==> src/rtl/rtcu_consts.vh <==
// constants for the rtc update and mode control block
// assumes a 20 MHz core clock and a 32768 Hz tick pin
//
// What this block does
// - update-in-progress rises 16 ticks before update
// - bit 7 read-only; host avoids time while set
// - 11x halts; 010 restarts, update 500ms later
// - rate field 3:0; zero never fires
// - periods per rate code table
// - inhibit bit suspends one-second updates
// - periodic enable gates periodic to interrupt
// - alarm enable gates alarm to interrupt
// - update-ended enable gates update to interrupt
// - format bit selects binary or bcd
// - hour bit selects 24 or 12 hour
// - dst bit enables hour adjustment
// - format bits change presentation only
// - format bits may change any time
// - flags record always; clear on read
// - summary flag is enabled flags ored
// - time stable over 999ms after update
// - 12-hour bit 7 marks afternoon
`ifndef RTCU_CONSTS_VH
`define RTCU_CONSTS_VH

// register indexes; byte address is four times the index
`define RTCU_IDX_UPDATE_CTRL 8'h0a
`define RTCU_IDX_MODE_CTRL 8'h0b
`define RTCU_IDX_EVENT_FLAGS 8'h0c

// update control fields
`define RTCU_UC_BUSY 7
`define RTCU_UC_DIV_HI 6
`define RTCU_UC_DIV_LO 4
`define RTCU_UC_RATE_HI 3
`define RTCU_UC_RATE_LO 0
`define RTCU_DIV_RUN 3'h2
`define RTCU_DIV_RESET 3'h0

// mode control fields
`define RTCU_MC_INHIBIT 7
`define RTCU_MC_PER_EN 6
`define RTCU_MC_ALM_EN 5
`define RTCU_MC_UPD_EN 4
`define RTCU_MC_BINARY 2
`define RTCU_MC_24H 1
`define RTCU_MC_DST 0
`define RTCU_MC_RESET 8'h00
`define RTCU_MC_WMASK 8'hf7

// event flag fields
`define RTCU_EF_IRQ 7
`define RTCU_EF_PER 6
`define RTCU_EF_ALM 5
`define RTCU_EF_UPD 4

// timing: busy lead and prescaler values in ticks of the 32768 Hz clock, restart delay in ms
`define RTCU_TICK_HZ 32768
`define RTCU_BUSY_LEAD_TICKS 15'd16
`define RTCU_RESTART_MS 500
`define RTCU_PRESCALE_LAST 15'h7fff
`define RTCU_PRESCALE_HALF 15'h4000

`endif

==> src/rtl/rtcu_top.v <==
// rtc update/mode control: divider chain, update-in-progress,
// periodic rate, event flags and presentation modes, on apb.
// assumes tick_32k_pin is an asynchronous 32768 Hz square wave;
// block_enable, alarm_event and rtc_reset_event come from core_clk logic.
`timescale 1ns/10ps
`include "rtcu_consts.vh"

module rtcu_top (
  input wire core_clk,
  input wire resetn,
  input wire rtc_reset_event,
  input wire tick_32k_pin,
  input wire block_enable,
  input wire alarm_event,
  input wire [4:0] hour_count,
  input wire [7:0] paddr,
  input wire psel,
  input wire penable,
  input wire pwrite,
  input wire [31:0] pwdata,
  output reg [31:0] prdata,
  output reg pready,
  output reg pslverr,
  output reg irq_q,
  output reg update_strobe_q,
  output reg periodic_strobe_q,
  output reg update_busy_q,
  output reg binary_vs_decimal_select,
  output reg hour_24_select_q,
  output reg dst_enable_q,
  output reg [7:0] hour_present_q
);

  // restart delay expressed in ticks of the 32k clock
  localparam [31:0] RESTART_TICKS = (`RTCU_TICK_HZ * `RTCU_RESTART_MS) / 1000;
  localparam [14:0] BUSY_START = `RTCU_PRESCALE_LAST - `RTCU_BUSY_LEAD_TICKS + 15'h0001;

  // tick pin synchroniser and edge detect
  reg tick_s1_q;
  reg tick_s2_q;
  reg tick_s3_q;
  wire tick = tick_s2_q & ~tick_s3_q;

  always @(posedge core_clk) begin
    if (!resetn) begin
      tick_s1_q <= 1'b0;
      tick_s2_q <= 1'b0;
      tick_s3_q <= 1'b0;
    end else begin
      tick_s1_q <= tick_32k_pin;
      tick_s2_q <= tick_s1_q;
      tick_s3_q <= tick_s2_q;
    end
  end

  // control registers
  reg [2:0] divider_run_control_q;
  reg [2:0] divider_run_control_d;
  reg [3:0] periodic_period_field_q;
  reg [3:0] periodic_period_field_d;
  reg [7:0] mode_q;
  reg [7:0] mode_d;
  reg [14:0] prescale_q;
  reg [14:0] prescale_d;
  reg [2:0] flags_q;
  reg [2:0] flags_d;

  wire blk_reset = !resetn || rtc_reset_event;

  // apb decode
  wire [7:0] idx = {2'b00, paddr[7:2]};
  wire hit_uc = (idx == `RTCU_IDX_UPDATE_CTRL);
  wire hit_mc = (idx == `RTCU_IDX_MODE_CTRL);
  wire hit_ef = (idx == `RTCU_IDX_EVENT_FLAGS);
  wire mapped = (paddr[1:0] == 2'b00) && (hit_uc || hit_mc || hit_ef);
  wire setup = psel && !penable;
  wire done = psel && penable && pready;
  wire wr_ok = done && pwrite && mapped;
  wire wr_uc = wr_ok && hit_uc;
  wire wr_mc = wr_ok && hit_mc;
  wire rd_ef = done && !pwrite && mapped && hit_ef;

  wire halted = divider_run_control_q[2:1] == 2'b11;
  wire running = (divider_run_control_q == `RTCU_DIV_RUN) && block_enable;
  wire [2:0] new_div = pwdata[`RTCU_UC_DIV_HI:`RTCU_UC_DIV_LO];
  // a restart only counts when leaving the halted state; writing 010 while
  // already running keeps the current phase of the prescaler
  wire restart_wr = wr_uc && halted && (new_div == `RTCU_DIV_RUN);

  // summary flag: enabled flags ored
  wire [2:0] enables = mode_q[`RTCU_MC_PER_EN:`RTCU_MC_UPD_EN];
  wire summary = |(flags_q & enables);

  wire [7:0] uc_read = {update_busy_q, divider_run_control_q, periodic_period_field_q};
  wire [7:0] ef_read = {summary, flags_q, 4'h0};

  // control register writes
  always @* begin
    divider_run_control_d = divider_run_control_q;
    periodic_period_field_d = periodic_period_field_q;
    mode_d = mode_q;
    if (wr_uc) begin
      // busy bit is not writable
      divider_run_control_d = new_div;
      periodic_period_field_d = pwdata[`RTCU_UC_RATE_HI:`RTCU_UC_RATE_LO];
    end
    if (wr_mc) begin
      // format bits may change any time; stored time is untouched
      mode_d = pwdata[7:0] & `RTCU_MC_WMASK;
    end
  end

  always @(posedge core_clk) begin
    if (blk_reset) begin
      divider_run_control_q <= `RTCU_DIV_RESET;
      periodic_period_field_q <= 4'h0;
      mode_q <= `RTCU_MC_RESET;
    end else begin
      divider_run_control_q <= divider_run_control_d;
      periodic_period_field_q <= periodic_period_field_d;
      mode_q <= mode_d;
    end
  end

  // divider chain: a full wrap of the prescaler is one second
  wire wrap = running && tick && (prescale_q == `RTCU_PRESCALE_LAST);
  wire do_update = wrap && !mode_q[`RTCU_MC_INHIBIT];

  always @* begin
    prescale_d = prescale_q;
    if (halted) begin
      prescale_d = 15'h0000;
    end else if (running && tick) begin
      prescale_d = prescale_q + 15'h0001;
    end
    if (restart_wr) begin
      // first update falls one restart delay after this write
      prescale_d = `RTCU_PRESCALE_LAST - RESTART_TICKS[14:0] + 15'h0001;
    end
  end

  always @(posedge core_clk) begin
    if (blk_reset) begin
      prescale_q <= 15'h0000;
    end else begin
      prescale_q <= prescale_d;
    end
  end

  // update-in-progress covers the last 16 ticks before the update
  // looks at the next prescaler value, so busy rises on the tick that opens
  // the 16-tick window and falls on the update cycle itself
  wire busy_window = running && !mode_q[`RTCU_MC_INHIBIT] && (prescale_d >= BUSY_START);

  always @(posedge core_clk) begin
    if (blk_reset) begin
      update_busy_q <= 1'b0;
      update_strobe_q <= 1'b0;
    end else begin
      // cleared on the cycle the update is issued
      update_busy_q <= busy_window && !do_update;
      // one update per second leaves time stable for a full second
      update_strobe_q <= do_update;
    end
  end

  // periodic rate: code n of 3..f gives 2^(n-1) ticks; 1 and 2 alias 8 and 9
  reg [14:0] rate_mask;
  always @* begin
    case (periodic_period_field_q)
      4'h1: rate_mask = 15'h007f;
      4'h2: rate_mask = 15'h00ff;
      4'h3: rate_mask = 15'h0003;
      4'h4: rate_mask = 15'h0007;
      4'h5: rate_mask = 15'h000f;
      4'h6: rate_mask = 15'h001f;
      4'h7: rate_mask = 15'h003f;
      4'h8: rate_mask = 15'h007f;
      4'h9: rate_mask = 15'h00ff;
      4'ha: rate_mask = 15'h01ff;
      4'hb: rate_mask = 15'h03ff;
      4'hc: rate_mask = 15'h07ff;
      4'hd: rate_mask = 15'h0fff;
      4'he: rate_mask = 15'h1fff;
      4'hf: rate_mask = 15'h3fff;
      default: rate_mask = 15'h0000;
    endcase
  end

  // fires on the tick that closes each period
  wire rate_on = periodic_period_field_q != 4'h0;
  wire periodic_hit = rate_on && running && tick && ((prescale_q & rate_mask) == rate_mask);

  always @(posedge core_clk) begin
    if (blk_reset) begin
      periodic_strobe_q <= 1'b0;
    end else begin
      periodic_strobe_q <= periodic_hit;
    end
  end

  // event flags: set always; read clears only what the read returned
  reg [2:0] seen_q;
  always @* begin
    flags_d = flags_q;
    if (rd_ef) begin
      flags_d = flags_q & ~seen_q;
    end
    flags_d = flags_d | {periodic_hit, alarm_event, do_update};
  end

  always @(posedge core_clk) begin
    if (blk_reset) begin
      flags_q <= 3'b000;
      irq_q <= 1'b0;
    end else begin
      flags_q <= flags_d;
      irq_q <= |(flags_d & enables);
    end
  end

  // apb slave: no wait states, read data captured in the setup cycle
  always @(posedge core_clk) begin
    if (!resetn) begin
      pready <= 1'b0;
      pslverr <= 1'b0;
      prdata <= 32'h00000000;
      seen_q <= 3'b000;
    end else begin
      pready <= setup;
      if (setup) begin
        pslverr <= !mapped;
        seen_q <= flags_q;
        if (!mapped || pwrite) begin
          prdata <= 32'h00000000;
        end else if (hit_uc) begin
          prdata <= {24'h000000, uc_read};
        end else if (hit_mc) begin
          prdata <= {24'h000000, mode_q};
        end else begin
          prdata <= {24'h000000, ef_read};
        end
      end else if (done) begin
        pslverr <= 1'b0;
      end
    end
  end

  // presentation of the hour counter; storage stays 0..23 binary
  reg [4:0] hour_12;
  reg [4:0] hour_rem;
  reg pm;
  reg [4:0] hour_sel;
  reg [7:0] hour_fmt;
  always @* begin
    hour_rem = 5'd0;
    pm = hour_count >= 5'd12;
    if (hour_count == 5'd0) begin
      hour_12 = 5'd12;
    end else if (hour_count > 5'd12) begin
      hour_12 = hour_count - 5'd12;
    end else begin
      hour_12 = hour_count;
    end
    hour_sel = mode_q[`RTCU_MC_24H] ? hour_count : hour_12;
    if (mode_q[`RTCU_MC_BINARY]) begin
      hour_fmt = {3'b000, hour_sel};
    end else if (hour_sel >= 5'd20) begin
      // tens digit is at most 2, so the units fit in the low four bits
      hour_rem = hour_sel - 5'd20;
      hour_fmt = {4'h2, hour_rem[3:0]};
    end else if (hour_sel >= 5'd10) begin
      hour_rem = hour_sel - 5'd10;
      hour_fmt = {4'h1, hour_rem[3:0]};
    end else begin
      hour_fmt = {4'h0, hour_sel[3:0]};
    end
    if (!mode_q[`RTCU_MC_24H] && pm) begin
      hour_fmt[7] = 1'b1;
    end
  end

  always @(posedge core_clk) begin
    if (blk_reset) begin
      binary_vs_decimal_select <= 1'b0;
      hour_24_select_q <= 1'b0;
      dst_enable_q <= 1'b0;
    end else begin
      binary_vs_decimal_select <= mode_d[`RTCU_MC_BINARY];
      hour_24_select_q <= mode_d[`RTCU_MC_24H];
      dst_enable_q <= mode_d[`RTCU_MC_DST];
    end
  end

  // presentation is not a control field: only the system reset clears it,
  // so a block reset leaves the shown hour consistent with the hour counter
  always @(posedge core_clk) begin
    if (!resetn) begin
      hour_present_q <= 8'h00;
    end else begin
      hour_present_q <= hour_fmt;
    end
  end

endmodule // rtcu_top

==> config.mk <==
export PLATFORM = sky130hd
export DESIGN_NAME = rtcu_top
export DESIGN_NICKNAME = d
export VERILOG_FILES = /design/src/rtl/rtcu_top.v
export VERILOG_INCLUDE_DIRS = /design/src /design/src/rtl
export SDC_FILE = /design/constraint.sdc
export NUM_CORES = 1
export LEC_CHECK = 0
export ABC_AREA = 1
export BUFFER_PORTS_ARGS = -buffer_cell sky130_fd_sc_hd__buf_2
export CORE_ASPECT_RATIO = 0.8
export CORE_MARGIN = 4
export CORE_UTILIZATION = 40
export CTS_CLUSTER_DIAMETER = 30
export CTS_CLUSTER_SIZE = 14
export DETAILED_ROUTE_END_ITERATION = 12
export GPL_TIMING_DRIVEN = 1
export MAX_ROUTING_LAYER = met4
export PLACE_DENSITY = 0.72
export SETUP_SLACK_MARGIN = 0.4
export SLEW_MARGIN = 0
export SYNTH_ARGS = -nofsm -noshare
export SYNTH_HDL_FRONTEND = slang
export SYNTH_SLANG_ARGS = --single-unit
==> constraint.sdc <==
create_clock -name core_clk -period 2 [get_ports core_clk]
set_input_delay 0.2 -clock core_clk [delete_from_list [all_inputs] [get_ports core_clk]]
set_output_delay 0.2 -clock core_clk [all_outputs]
set_load 0.02 [all_outputs]
# == Yosys cells after proc, flatten, opt, wreduce, memory -nomap -nowiden ==
# Memories as Yosys holds them, arrays and structs flattened. A register that Yosys moved wholly into a read port is not among the register bits.
# Index checks and enable logic that the tools add are counted.
# word_totals
regBits,87
romBits,224
input_bits,54
out_inout_bits,49
elab_cells,112
mem_count,1
# op_classes
n_addsub,4
magnitude_cmp,5
eq_ne,8
mux,19
bitwise,9
reduce_logical,43
# mem_list
memory,words,word_bits,read_ports,rd_ports_with_merged_regs,wr,line,text
(name not given),16,14,1,1,0,rtcu_top.v:170,case (periodic_period_field_q)
# op_table
operator,count
two-way mux 15 bit,3
two-way mux 5 bit,5
logical AND 1 bit,24
two-way mux 8 bit,3
"equality test 6 x 4 -> 1 bit, second input constant",3
"adder 15 x 1 -> 15 bit, second input constant",1
AND 15 bit,1
equality test 15 bit,1
"equality test 15 bit, second input constant",1
"greater-or-equal comparator 15 bit, second input constant",1
"greater-or-equal comparator 5 x 4 -> 1 bit, second input constant",2
AND 3 bit,3
OR reduction 3 bit,3
two-way mux 4 bit,2
zero test 1 bit,7
"equality test 3 x 2 -> 1 bit, second input constant",2
two-way mux 3 bit,2
two-way mux 6 bit,1
"greater-or-equal comparator 5 bit, second input constant",1
"greater-than comparator 5 x 4 -> 1 bit, second input constant",1
zero test 5 bit,1
"subtractor 5 x 4 -> 5 bit, second input constant",1
logical OR 1 bit,4
nonzero test 4 bit,1
11 further kinds,14

# == Depth between registers and ports, before layout ==
# Gate-level depths: netlist of run 1.
# logic_depth
depth_word,12
depth_mapped,17
mapped_depth_nobuf,17

# == Least setup slack after synthesis of run 1 ==
# Ideal clock, no wire load.
# synth_timing
path_type,reg-to-reg
start,register pready
end,"register, netlist name rate_mask[3]"
setup_ns,0.121
arrival_time_ns,1.772
required_time_ns,1.879
slack_ns,0.107
stages_incl_launch_ff,9
n_path_buf,1
period_less_slack_ns,1.893
cell_sequence,dfxtp_1 -> nand2_1 -> nor3_1 -> nand4_2 -> buf_6 -> o211ai_1 -> ha_1 -> nand2_2 -> nand3_1
# synth_between
elab_chain_cells,6
# synth_lines
element,line,text
start: declaration,rtcu_top.v:22,"output reg pready,"
start signal: assignment,rtcu_top.v:230,pready <= setup;
logical AND 1 bit,rtcu_top.v:77,wire done = psel && penable && pready;
logical AND 1 bit (2 in a row),rtcu_top.v:78,wire wr_ok = done && pwrite && mapped;
logical AND 1 bit,rtcu_top.v:79,wire wr_uc = wr_ok && hit_uc;
two-way mux 4 bit (no line) (2 in a row),--,
# No other way between the ends.
# A chain may end at the register's enable or synchronous reset.

# == Final worst setup path of run 1 ==
# layout_timing
start,register pready
end,"register, netlist name rate_mask[2]"
# layout_between
elab_chain_cells,6
# layout_lines
element,line
logical AND 1 bit,rtcu_top.v:77
logical AND 1 bit (2 in a row),rtcu_top.v:78
logical AND 1 bit,rtcu_top.v:79
two-way mux 4 bit (no line) (2 in a row),--
# No other way between the ends.

==> results of run 1 <==
[worst paths after layout]
check | start | end | slack [ns] | depth (start not counted)
setup / recovery | pready$_SDFF_PN0_ | rate_mask[2]$_SDFF_PP1_ | 0.24 | 8
hold / removal | tick_32k_pin | tick_s1_q$_SDFF_PN0_ | 0.07 | 3
setup reg to reg | pready$_SDFF_PN0_ | rate_mask[2]$_SDFF_PP1_ | 0.24 | 8
hold reg to reg | tick_s1_q$_SDFF_PN0_ | tick_s2_q$_SDFF_PN0_ | 0.42 | 2
[area by class of cell]
class                           instances  area [um2]
Fill cell                             853        4240
Sequential cell                        72        1460
Clock buffer                           12         268
Inverter                               76         288
Timing Repair Buffer                   96         623
Clock inverter                          4        73.8
Tap cell                              115         144
Multi-Input combinational cell        378        2070
[metrics by stage]
step                      utilization  total power, W
after global routing            0.537         0.00373
after CTS                       0.516         0.00360
after detailed placement        0.464         0.00178
after global placement          0.464         0.00178
final                           0.537         0.00361
after floorplan                     -         0.00173
[sequential cells by signal, summed over array words and instances, names as in the netlist]
name	flops
divider_run_control_q	3
update_busy_q	1
prdata	8
update_strobe_q	1
mode_q	7
tick_s3_q	1
rate_mask	13
pslverr	1
irq_q	1
periodic_strobe_q	1
periodic_period_field_q	4
tick_s1_q	1
pready	1
hour_present_q	7
seen_q	3
flags_q	3
tick_s2_q	1
prescale_q	15
[worst max-delay path, stage by stage, from the launching register on]
cell	delay, ns
dfxtp_4	0.36
nand2_4	0.05
nor3_4	0.17
nand4_4	0.21
nand2_1	0.16
o211ai_1	0.14
ha_1	0.34
nand2_2	0.13
nand3_1	0.08
[layout by cell type, fill, tap and decap left out, types with 9 or more instances in the layout]
| cell type | Yosys | routed |
|---|---|---|
| nand2_1 | 115 | 106 |
| clkbuf_16 | 0 | 10 |
| conb_1 | 1 | 25 |
| inv_1 | 75 | 69 |
| nand3_1 | 43 | 35 |
| buf_2 | 1 | 53 |
| o21ai_0 | 22 | 21 |
| nor3_1 | 13 | 12 |
| nor2_1 | 65 | 55 |
| nor2_2 | 3 | 11 |
| nand2_2 | 2 | 10 |
| nand4_1 | 10 | 10 |
| nand3_2 | 1 | 9 |
| dfxtp_1 | 72 | 65 |
| a21oi_1 | 30 | 25 |
| buf_4 | 26 | 36 |
[cell families after synthesis]
logic type,Yosys count
and+or+nand+nor,263
buffers and inverters,112
AOI/OAI and AO/OA,76
DFF,72
adders and majority gates,9
xor gates and xnor gates,4
other,1
muxes,1
[repair_timing]
| action | in CTS | in global routing |
|---|---|---|
| setup endpoints to repair | 23 | 23 |
| gates resized for setup | 13 | 35 |
| pin swaps | 13 | 22 |
| gates cloned | 0 | 1 |
| setup buffers | 11 | 10 |
[metal layers]
layer  wire (um)  share of wire
met5           0              0
met4         200          0.020
met3         728          0.071
met2        4820           0.47
met1        4460           0.44
[power by group through the flow]
stage	logic, W	clock network [W]	registers, W
after global placement	0.000281	0	0.00149
after floorplan	0.000211	0	0.00151
after CTS	0.000309	0.00183	0.00146
after global routing	0.000377	0.00189	0.00147
after detailed placement	0.000290	0	0.00149
final	0.000345	0.00180	0.00146
==> flow_metrics.env, run 1 <==
export IMPL_seq_area_frac_synth=0.381
export IMPL_use_met2=0.297
export IMPL_ys_ff_latch=72
export IMPL_drt_iter0_markers=221
export IMPL_synth_edf_count=0
export IMPL_dp_cells=715
export IMPL_final_cell_area_mm2=0.00492
export IMPL_p_leak_nw=2.38
export IMPL_first_global_vias=3570
export IMPL_cp_start_kind="flop"
export IMPL_placed_area_mm2=0.00425
export IMPL_synth_simple_area_share=0.307
export IMPL_timing_hold_ws_ns=0.0684
export IMPL_p_per_area_mw_per_mm2=733
export IMPL_core_mm2=0.00915
export IMPL_use_met1=0.238
export IMPL_yosysTopAreaCell="dfxtp_1"
export IMPL_synth_compound_area_share=0.123
export IMPL_slew_viol_final=0
export IMPL_dr_pass1_iters=7
export IMPL_gr_usage_met3=0.0500
export IMPL_synth_top_family_by_area="simple AND/OR/NAND/NOR gates"
export IMPL_rsz0062_at_grt="yes"
export IMPL_cts_tree="built"
export IMPL_nets=696
export IMPL_synthTopCellsByCount="nand2_1, inv_1, dfxtp_1"
export IMPL_std_cell_rows=31
export IMPL_grt_pass1_wl_um=16200
export IMPL_drt_total_wl_um=10200
export IMPL_drive_gt1_frac=0.287
export IMPL_ys_flop_type="dfxtp_1"
export IMPL_cts_buffers=9
export IMPL_area_delta_synth_final_pct=30.1
export IMPL_post_dp_hpwl_um=7400
export IMPL_boundaryPins=103
export IMPL_die_y_um=95.0
export IMPL_fin_crit_sh=0.882
export IMPL_die_w_um=117
export IMPL_hp_class="in -> reg"
export IMPL_ir_drop_uv=629
export IMPL_pwr_share_seq=0.406
export IMPL_status="completed"
export IMPL_cp_required_ns=2.20
export IMPL_ant_nets=0
export IMPL_ctsHoldBuffers=0
export IMPL_stdcell_count=753
export IMPL_synthMostInstantiatedCell="nand2_1"
export IMPL_vias=3790
export IMPL_clockPowerShare=0.498
export IMPL_synthAdderAreaFrac=0.0298
export IMPL_setup_viol=0
export IMPL_crit_fanout=7
export IMPL_critPathArrivalTime_ns=1.97
export IMPL_clk_insertion_delay_late_ns=0.33
export IMPL_comb_power_share=0.096
export IMPL_dp_slack_ns=0.0724
export IMPL_hold_violations=0
export IMPL_grt_max_degree=14
export IMPL_ys_top_cells_by_area="dfxtp_1, nand2_1, inv_1"
export IMPL_path_class="reg -> reg"
export IMPL_setup_ws_ns=0.236
export IMPL_clk_pin_slew_ns=0.06
export IMPL_muxShareOfSynthArea=0.00265
export IMPL_crit_path_end_kind="flop"
export IMPL_clock_sinks=72
export IMPL_antenna_found_initial=0
export IMPL_port_buffers=53
export IMPL_drcViolationCount=0
export IMPL_yosysWarnings=0
export IMPL_initial_core_util=0.413
export IMPL_p_int_w=0.00278
export IMPL_ys_types=41
export IMPL_syn_area_mm2=0.00378
export IMPL_syn_avg_cell_area_um2=7.03
export IMPL_detail_route_wl_per_cell_um=13.6
export IMPL_syn_inst=538
export IMPL_p_switching_w=0.000829
export IMPL_grt_most_used_layer="met2"
export IMPL_grtUsageTotal=0.190
export IMPL_cts_root_buf="clkbuf_16"
export IMPL_max_freq_mhz=567
export IMPL_diodes=0
export IMPL_htreeDepth=3
export IMPL_clockBufferDepth=2
export IMPL_place_gp_congestion=0.902
export IMPL_drt_vias_per_instance=5.03
export IMPL_final_setup_tns_ns=0
export IMPL_synth_top_cell_area_share=0.381
export IMPL_die_area_mm2=0.0111
export IMPL_async_flop_share=0
export IMPL_grt_overflow=0
export IMPL_layout_min_cycle_time_ns=1.76
export IMPL_drv_cap=0
export IMPL_finClkSkew_ns=0.00808
export IMPL_swShare=0.230
export IMPL_synth_xor_area_frac=0.00927
Note: power is estimated with default switching activity, not from simulation.
==> run 2: changes to the inputs <==
Settings changed: SETUP_SLACK_MARGIN 0.4 to default.
==> flow_metrics.env, run 2 (synthesized netlist as in run 1, its figures left out) <==
export IMPL_final_util=0.502
export IMPL_drive_gt1_frac=0.199
export IMPL_die_y_um=95.0
export IMPL_port_buffers=53
export IMPL_die_w_um=117
export IMPL_initial_core_util=0.413
export IMPL_dp_cells=715
export IMPL_status="completed"
export IMPL_p_leak_nw=2.24
export IMPL_cp_required_ns=2.22
export IMPL_first_global_vias=3416
export IMPL_finClkSkew_ns=0.00818
export IMPL_cpPeakStageDelay_ns=0.34
export IMPL_fin_crit_sh=0.922
export IMPL_path_common_cell="nand2_1"
export IMPL_rsz0062_at_grt="no"
export IMPL_ant_nets=0
export IMPL_crit_path_end_kind="flop"
export IMPL_grt_max_degree=15
export IMPL_drt_total_wl_um=9850
export IMPL_detail_route_wl_per_cell_um=13.3
export IMPL_drv_cap=0
export IMPL_htreeDepth=3
export IMPL_drt_iter0_markers=226
export IMPL_worst_slew_pin_slew_ns=0.524
export IMPL_clk_insertion_delay_late_ns=0.34
export IMPL_core_mm2=0.00915
export IMPL_critPathSlowestCell="dfxtp_1"
export IMPL_hp_class="in -> reg"
export IMPL_hold_violations=0
export IMPL_max_freq_mhz=542
export IMPL_antenna_found_initial=0
export IMPL_place_gp_congestion=0.886
export IMPL_grtUsageTotal=0.183
export IMPL_diodes=0
export IMPL_cp_top_family="simple AND/OR/NAND/NOR gates"
export IMPL_cts_buffers=9
export IMPL_drt_vias_per_instance=5.00
export IMPL_nets=682
export IMPL_area_delta_synth_final_pct=21.5
export IMPL_post_dp_hpwl_um=7310
export IMPL_stdcell_count=739
export IMPL_cts_tree="built"
export IMPL_timing_hold_ws_ns=0.0425
export IMPL_crit_fanout=7
export IMPL_vias=3694
export IMPL_layout_commonest_cell="nand2_1"
export IMPL_clock_sinks=72
export IMPL_dr_pass1_iters=5
export IMPL_drcViolationCount=0
export IMPL_largest_reg_flops=15
export IMPL_ctsHoldBuffers=0
export IMPL_clockBufferDepth=2
export IMPL_die_area_mm2=0.0111
export IMPL_cp_start_kind="flop"
export IMPL_layout_common_cells="nand2_1, inv_1, dfxtp_1"
export IMPL_clk_pin_slew_ns=0.06
export IMPL_max_slew_margin=0.650
export IMPL_crit_buf_inv=1
export IMPL_grt_overflow=0
export IMPL_cts_root_buf="clkbuf_16"
export IMPL_regMostFlops="prescale_q"
export IMPL_layout_min_cycle_time_ns=1.84
export IMPL_path_class="reg -> reg"
export IMPL_critPathArrivalTime_ns=2.07
export IMPL_setup_viol=0
export IMPL_boundaryPins=103
export IMPL_p_total_w=0.00345
export IMPL_std_cell_rows=31
export IMPL_slew_viol_final=0
export IMPL_ir_drop_uv=426
export IMPL_grt_pass1_wl_um=15500
export IMPL_crit_chain="nand2_1, nor3_2, nand4_2, nand2_1, o211ai_1, buf_4, ha_1, nand2_2, nand3_1"
export IMPL_p_per_area_mw_per_mm2=750
==> run 2: routing by layer <==
metal	up-vias	part of all wire	GRT usage
li1	1844	-	-
met1	1697	0.46	0.235
met2	135	0.45	0.283
met3	18	0.070	0.0391
met4	0	0.017	0.0688
met5	-	0	-
==> run 2: power breakdown <==
group / internal (W) / switching (W)
combinational: 0.0000933 / 0.000202
clock: 0.00102 / 0.000670
sequential: 0.00146 / 0.00000897
==> run 2: final cells by class <==
cell class	instances	area, um2
multi-input cells	379	1920
flip-flops and latches	72	1440
clock inverters	6	72.6
inverters	76	285
well taps	115	144
fillers	891	4560
clock buffers	10	239
repair buffers	81	488
==> run 2: final timing paths <==
check / start / endpoint / slack [ns] / cells after the start
worst max-delay path: pready$_SDFF_PN0_ / rate_mask[5]$_SDFF_PP1_ / 0.16 / 9
worst min-delay path: tick_32k_pin / tick_s1_q$_SDFF_PN0_ / 0.04 / 3
worst max register to register: pready$_SDFF_PN0_ / rate_mask[5]$_SDFF_PP1_ / 0.16 / 9
worst min register to register: tick_s1_q$_SDFF_PN0_ / tick_s2_q$_SDFF_PN0_ / 0.42 / 2
==> run 2: metrics by stage <==
stage / TNS, ns / instance area [um2] / setup WS [ns]
after global placement: 0 / 4190 / 0.0431
after floorplan: 0 / 3870 / 0.107
after CTS: 0 / 4510 / 0.0398
final: 0 / 4600 / 0.155
after detailed placement: -0.0776 / 4190 / -0.0337
after global routing: 0 / 4600 / 0.00387
==> run 2: worst min-delay path: cells and delay by family <==
| kind | cells | cell delay (ns) |
|---|---|---|
| buffers and inverters | 2 | 0.11 |
| and+or+nand+nor | 1 | 0.04 |
==> run 2: timing repair <==
action,CTS,global route
buffers inserted,1,6
endpoints found under the setup margin,1,16
gates resized for setup,0,9
pin swaps,1,2
gates cloned,0,1
==> run 3: changes to the inputs <==
Settings changed: CORE_ASPECT_RATIO 0.8 to default, TNS_END_PERCENT from default to 1.
==> flow_metrics.env, run 3 (synthesized netlist as in run 1, its figures left out) <==
export IMPL_die_area_mm2=0.0111
export IMPL_first_global_vias=3315
export IMPL_std_cell_rows=35
export IMPL_drt_vias_per_instance=4.85
export IMPL_max_freq_mhz=545
export IMPL_dp_cells=727
export IMPL_worst_path_stages=13
export IMPL_antenna_found_initial=0
export IMPL_use_met2=0.267
export IMPL_ctsHoldBuffers=0
export IMPL_layout_min_cycle_time_ns=1.84
export IMPL_htreeDepth=3
export IMPL_path_class="reg -> reg"
export IMPL_drv_cap=0
export IMPL_seq_area_mm2=0.00144
export IMPL_initial_core_util=0.409
export IMPL_drive_gt1_frac=0.182
export IMPL_layout_common_cells="nand2_1, inv_1, dfxtp_1"
export IMPL_crit_path_start="mode_q[1]$_SDFFE_PP0P_"
export IMPL_grt_most_used_layer="met2"
export IMPL_cpPeakStageDelay_ns=0.37
export IMPL_cp_top_family="simple AND/OR/NAND/NOR gates"
export IMPL_timing_rr_start="mode_q[1]$_SDFFE_PP0P_"
export IMPL_drt_iter0_markers=156
export IMPL_worst_r2r_setup_slack_ns=0.16
export IMPL_grtUsageTotal=0.167
export IMPL_core_mm2=0.00924
export IMPL_cts_buffers=9
export IMPL_grt_overflow=0
export IMPL_final_cell_area_mm2=0.00438
export IMPL_status="completed"
export IMPL_cp_required_ns=2.26
export IMPL_p_leak_nw=2.14
export IMPL_use_met1=0.207
export IMPL_gr_usage_met3=0.0294
export IMPL_placed_area_mm2=0.00418
export IMPL_critPathArrivalTime_ns=2.10
export IMPL_fin_crit_sh=0.918
export IMPL_dr_pass1_iters=5
export IMPL_detail_route_wl_per_cell_um=12.1
export IMPL_vias=3610
export IMPL_finClkSkew_ns=0.0119
export IMPL_cts_tree="built"
export IMPL_clk_insertion_delay_late_ns=0.36
export IMPL_largest_reg_flops=15
export IMPL_crit_path_end="hour_present_q[1]$_SDFF_PN0_"
export IMPL_crit_fanout=8
export IMPL_clk_pin_slew_ns=0.09
export IMPL_drcViolationCount=0
export IMPL_clockBufferDepth=2
export IMPL_cts_root_buf="clkbuf_8"
export IMPL_crit_chain="a21oi_2, nand3_1, nand2_1, nand2_1, inv_1, ha_1, inv_1, o21ai_0, nand2_1, a21oi_1, nand2_1, nor2_1, nor2_1"
export IMPL_hold_violations=0
export IMPL_post_dp_hpwl_um=7160
export IMPL_setup_ws_ns=0.165
export IMPL_nets=674
export IMPL_drt_total_wl_um=8990
export IMPL_final_util=0.474
export IMPL_hp_class="in -> reg"
export IMPL_layout_commonest_cell="nand2_1"
export IMPL_crit_path_end_kind="flop"
export IMPL_grt_max_degree=18
export IMPL_area_delta_synth_final_pct=15.9
export IMPL_timing_hold_ws_ns=0.0360
export IMPL_ir_drop_uv=300
export IMPL_p_per_area_mw_per_mm2=642
export IMPL_stdcell_count=745
export IMPL_regMostFlops="prescale_q"
export IMPL_grt_pass1_wl_um=14800
export IMPL_regToRegEndpoint="hour_present_q[1]$_SDFF_PN0_"
export IMPL_die_y_um=105
export IMPL_place_gp_congestion=0.872
export IMPL_path_common_cell="nand2_1"
export IMPL_port_buffers=53
export IMPL_critPathSlowestCell="dfxtp_2"
export IMPL_reg2reg_depth=13
export IMPL_ant_nets=0
export IMPL_cp_start_kind="flop"
export IMPL_die_w_um=105
export IMPL_diodes=0
export IMPL_fillers=933
export IMPL_multi_input_area_mm2=0.00189
export IMPL_slew_viol_final=0
export IMPL_crit_buf_inv=2
export IMPL_boundaryPins=103
export IMPL_dp_slack_ns=-0.0172
export IMPL_setup_viol=0
export IMPL_clock_sinks=72
[run 3: changes by cell type in the layout (fill, tap and decap cells not counted), sizes merged]
| cell | delta |
|---|---|
| bufinv | -1 |
| buf | -7 |
| clkbuf | -1 |
| nor2 | -1 |
| clkinv | +1 |
| clkinvlp | +1 |
[run 3: metrics by stage]
stage	TNS, ns	total power [W]
after detailed placement	-0.0454	0.00178
after global placement	0	0.00177
after floorplan	0	0.00172
final	0	0.00281
after global routing	-0.00480	0.00294
after CTS	0	0.00284
[run 3: what timing repair did]
| item | in CTS | in global routing |
|---|---|---|
| buffers inserted | 0 | 2 |
| resized for setup | 0 | 3 |
| setup endpoints to repair | 0 | 11 |
[run 3: layout make-up]
| type | count | area share |
|---|---|---|
| flip-flops and latches | 72 | 0.329 |
| clock inverters | 7 | 0.0134 |
| inverters | 76 | 0.0651 |
| well taps | 129 | 0.0368 |
| multi-input cells | 378 | 0.431 |
| repair buffers | 74 | 0.0965 |
| clock buffers | 9 | 0.0283 |
[run 3: worst min path at each step]
stage                        startpoint                      endpoint  slack (ns)  depth (start not counted)
after floorplan           hour_count[0]  hour_present_q[0]$_SDFF_PN0_        0.29                          2
after detailed placement   tick_32k_pin          tick_s1_q$_SDFF_PN0_        0.40                          3
after global routing       tick_32k_pin          tick_s1_q$_SDFF_PN0_        0.04                          3
after global placement     tick_32k_pin          tick_s1_q$_SDFF_PN0_        0.40                          3
after CTS                  tick_32k_pin          tick_s1_q$_SDFF_PN0_        0.03                          3
final                      tick_32k_pin          tick_s1_q$_SDFF_PN0_        0.04                          3
[run 3: routing by layer]
metal	routed length [um]	up-vias
li1	-	1825
met1	3890	1644
met2	4330	129
met3	623	12
met4	147	0
met5	0	-
[run 3: tightest hold or removal path: stages]
cell,delay (ns)
buf_2,0.08
nand2_1,0.04
inv_1,0.04
[run 3: power breakdown]
group	leakage, nW	switching [W]	internal [W]
logic	1.47	0.000198	0.0000898
clock network	0.0872	0.000593	0.000469
registers	0.584	0.00000825	0.00145
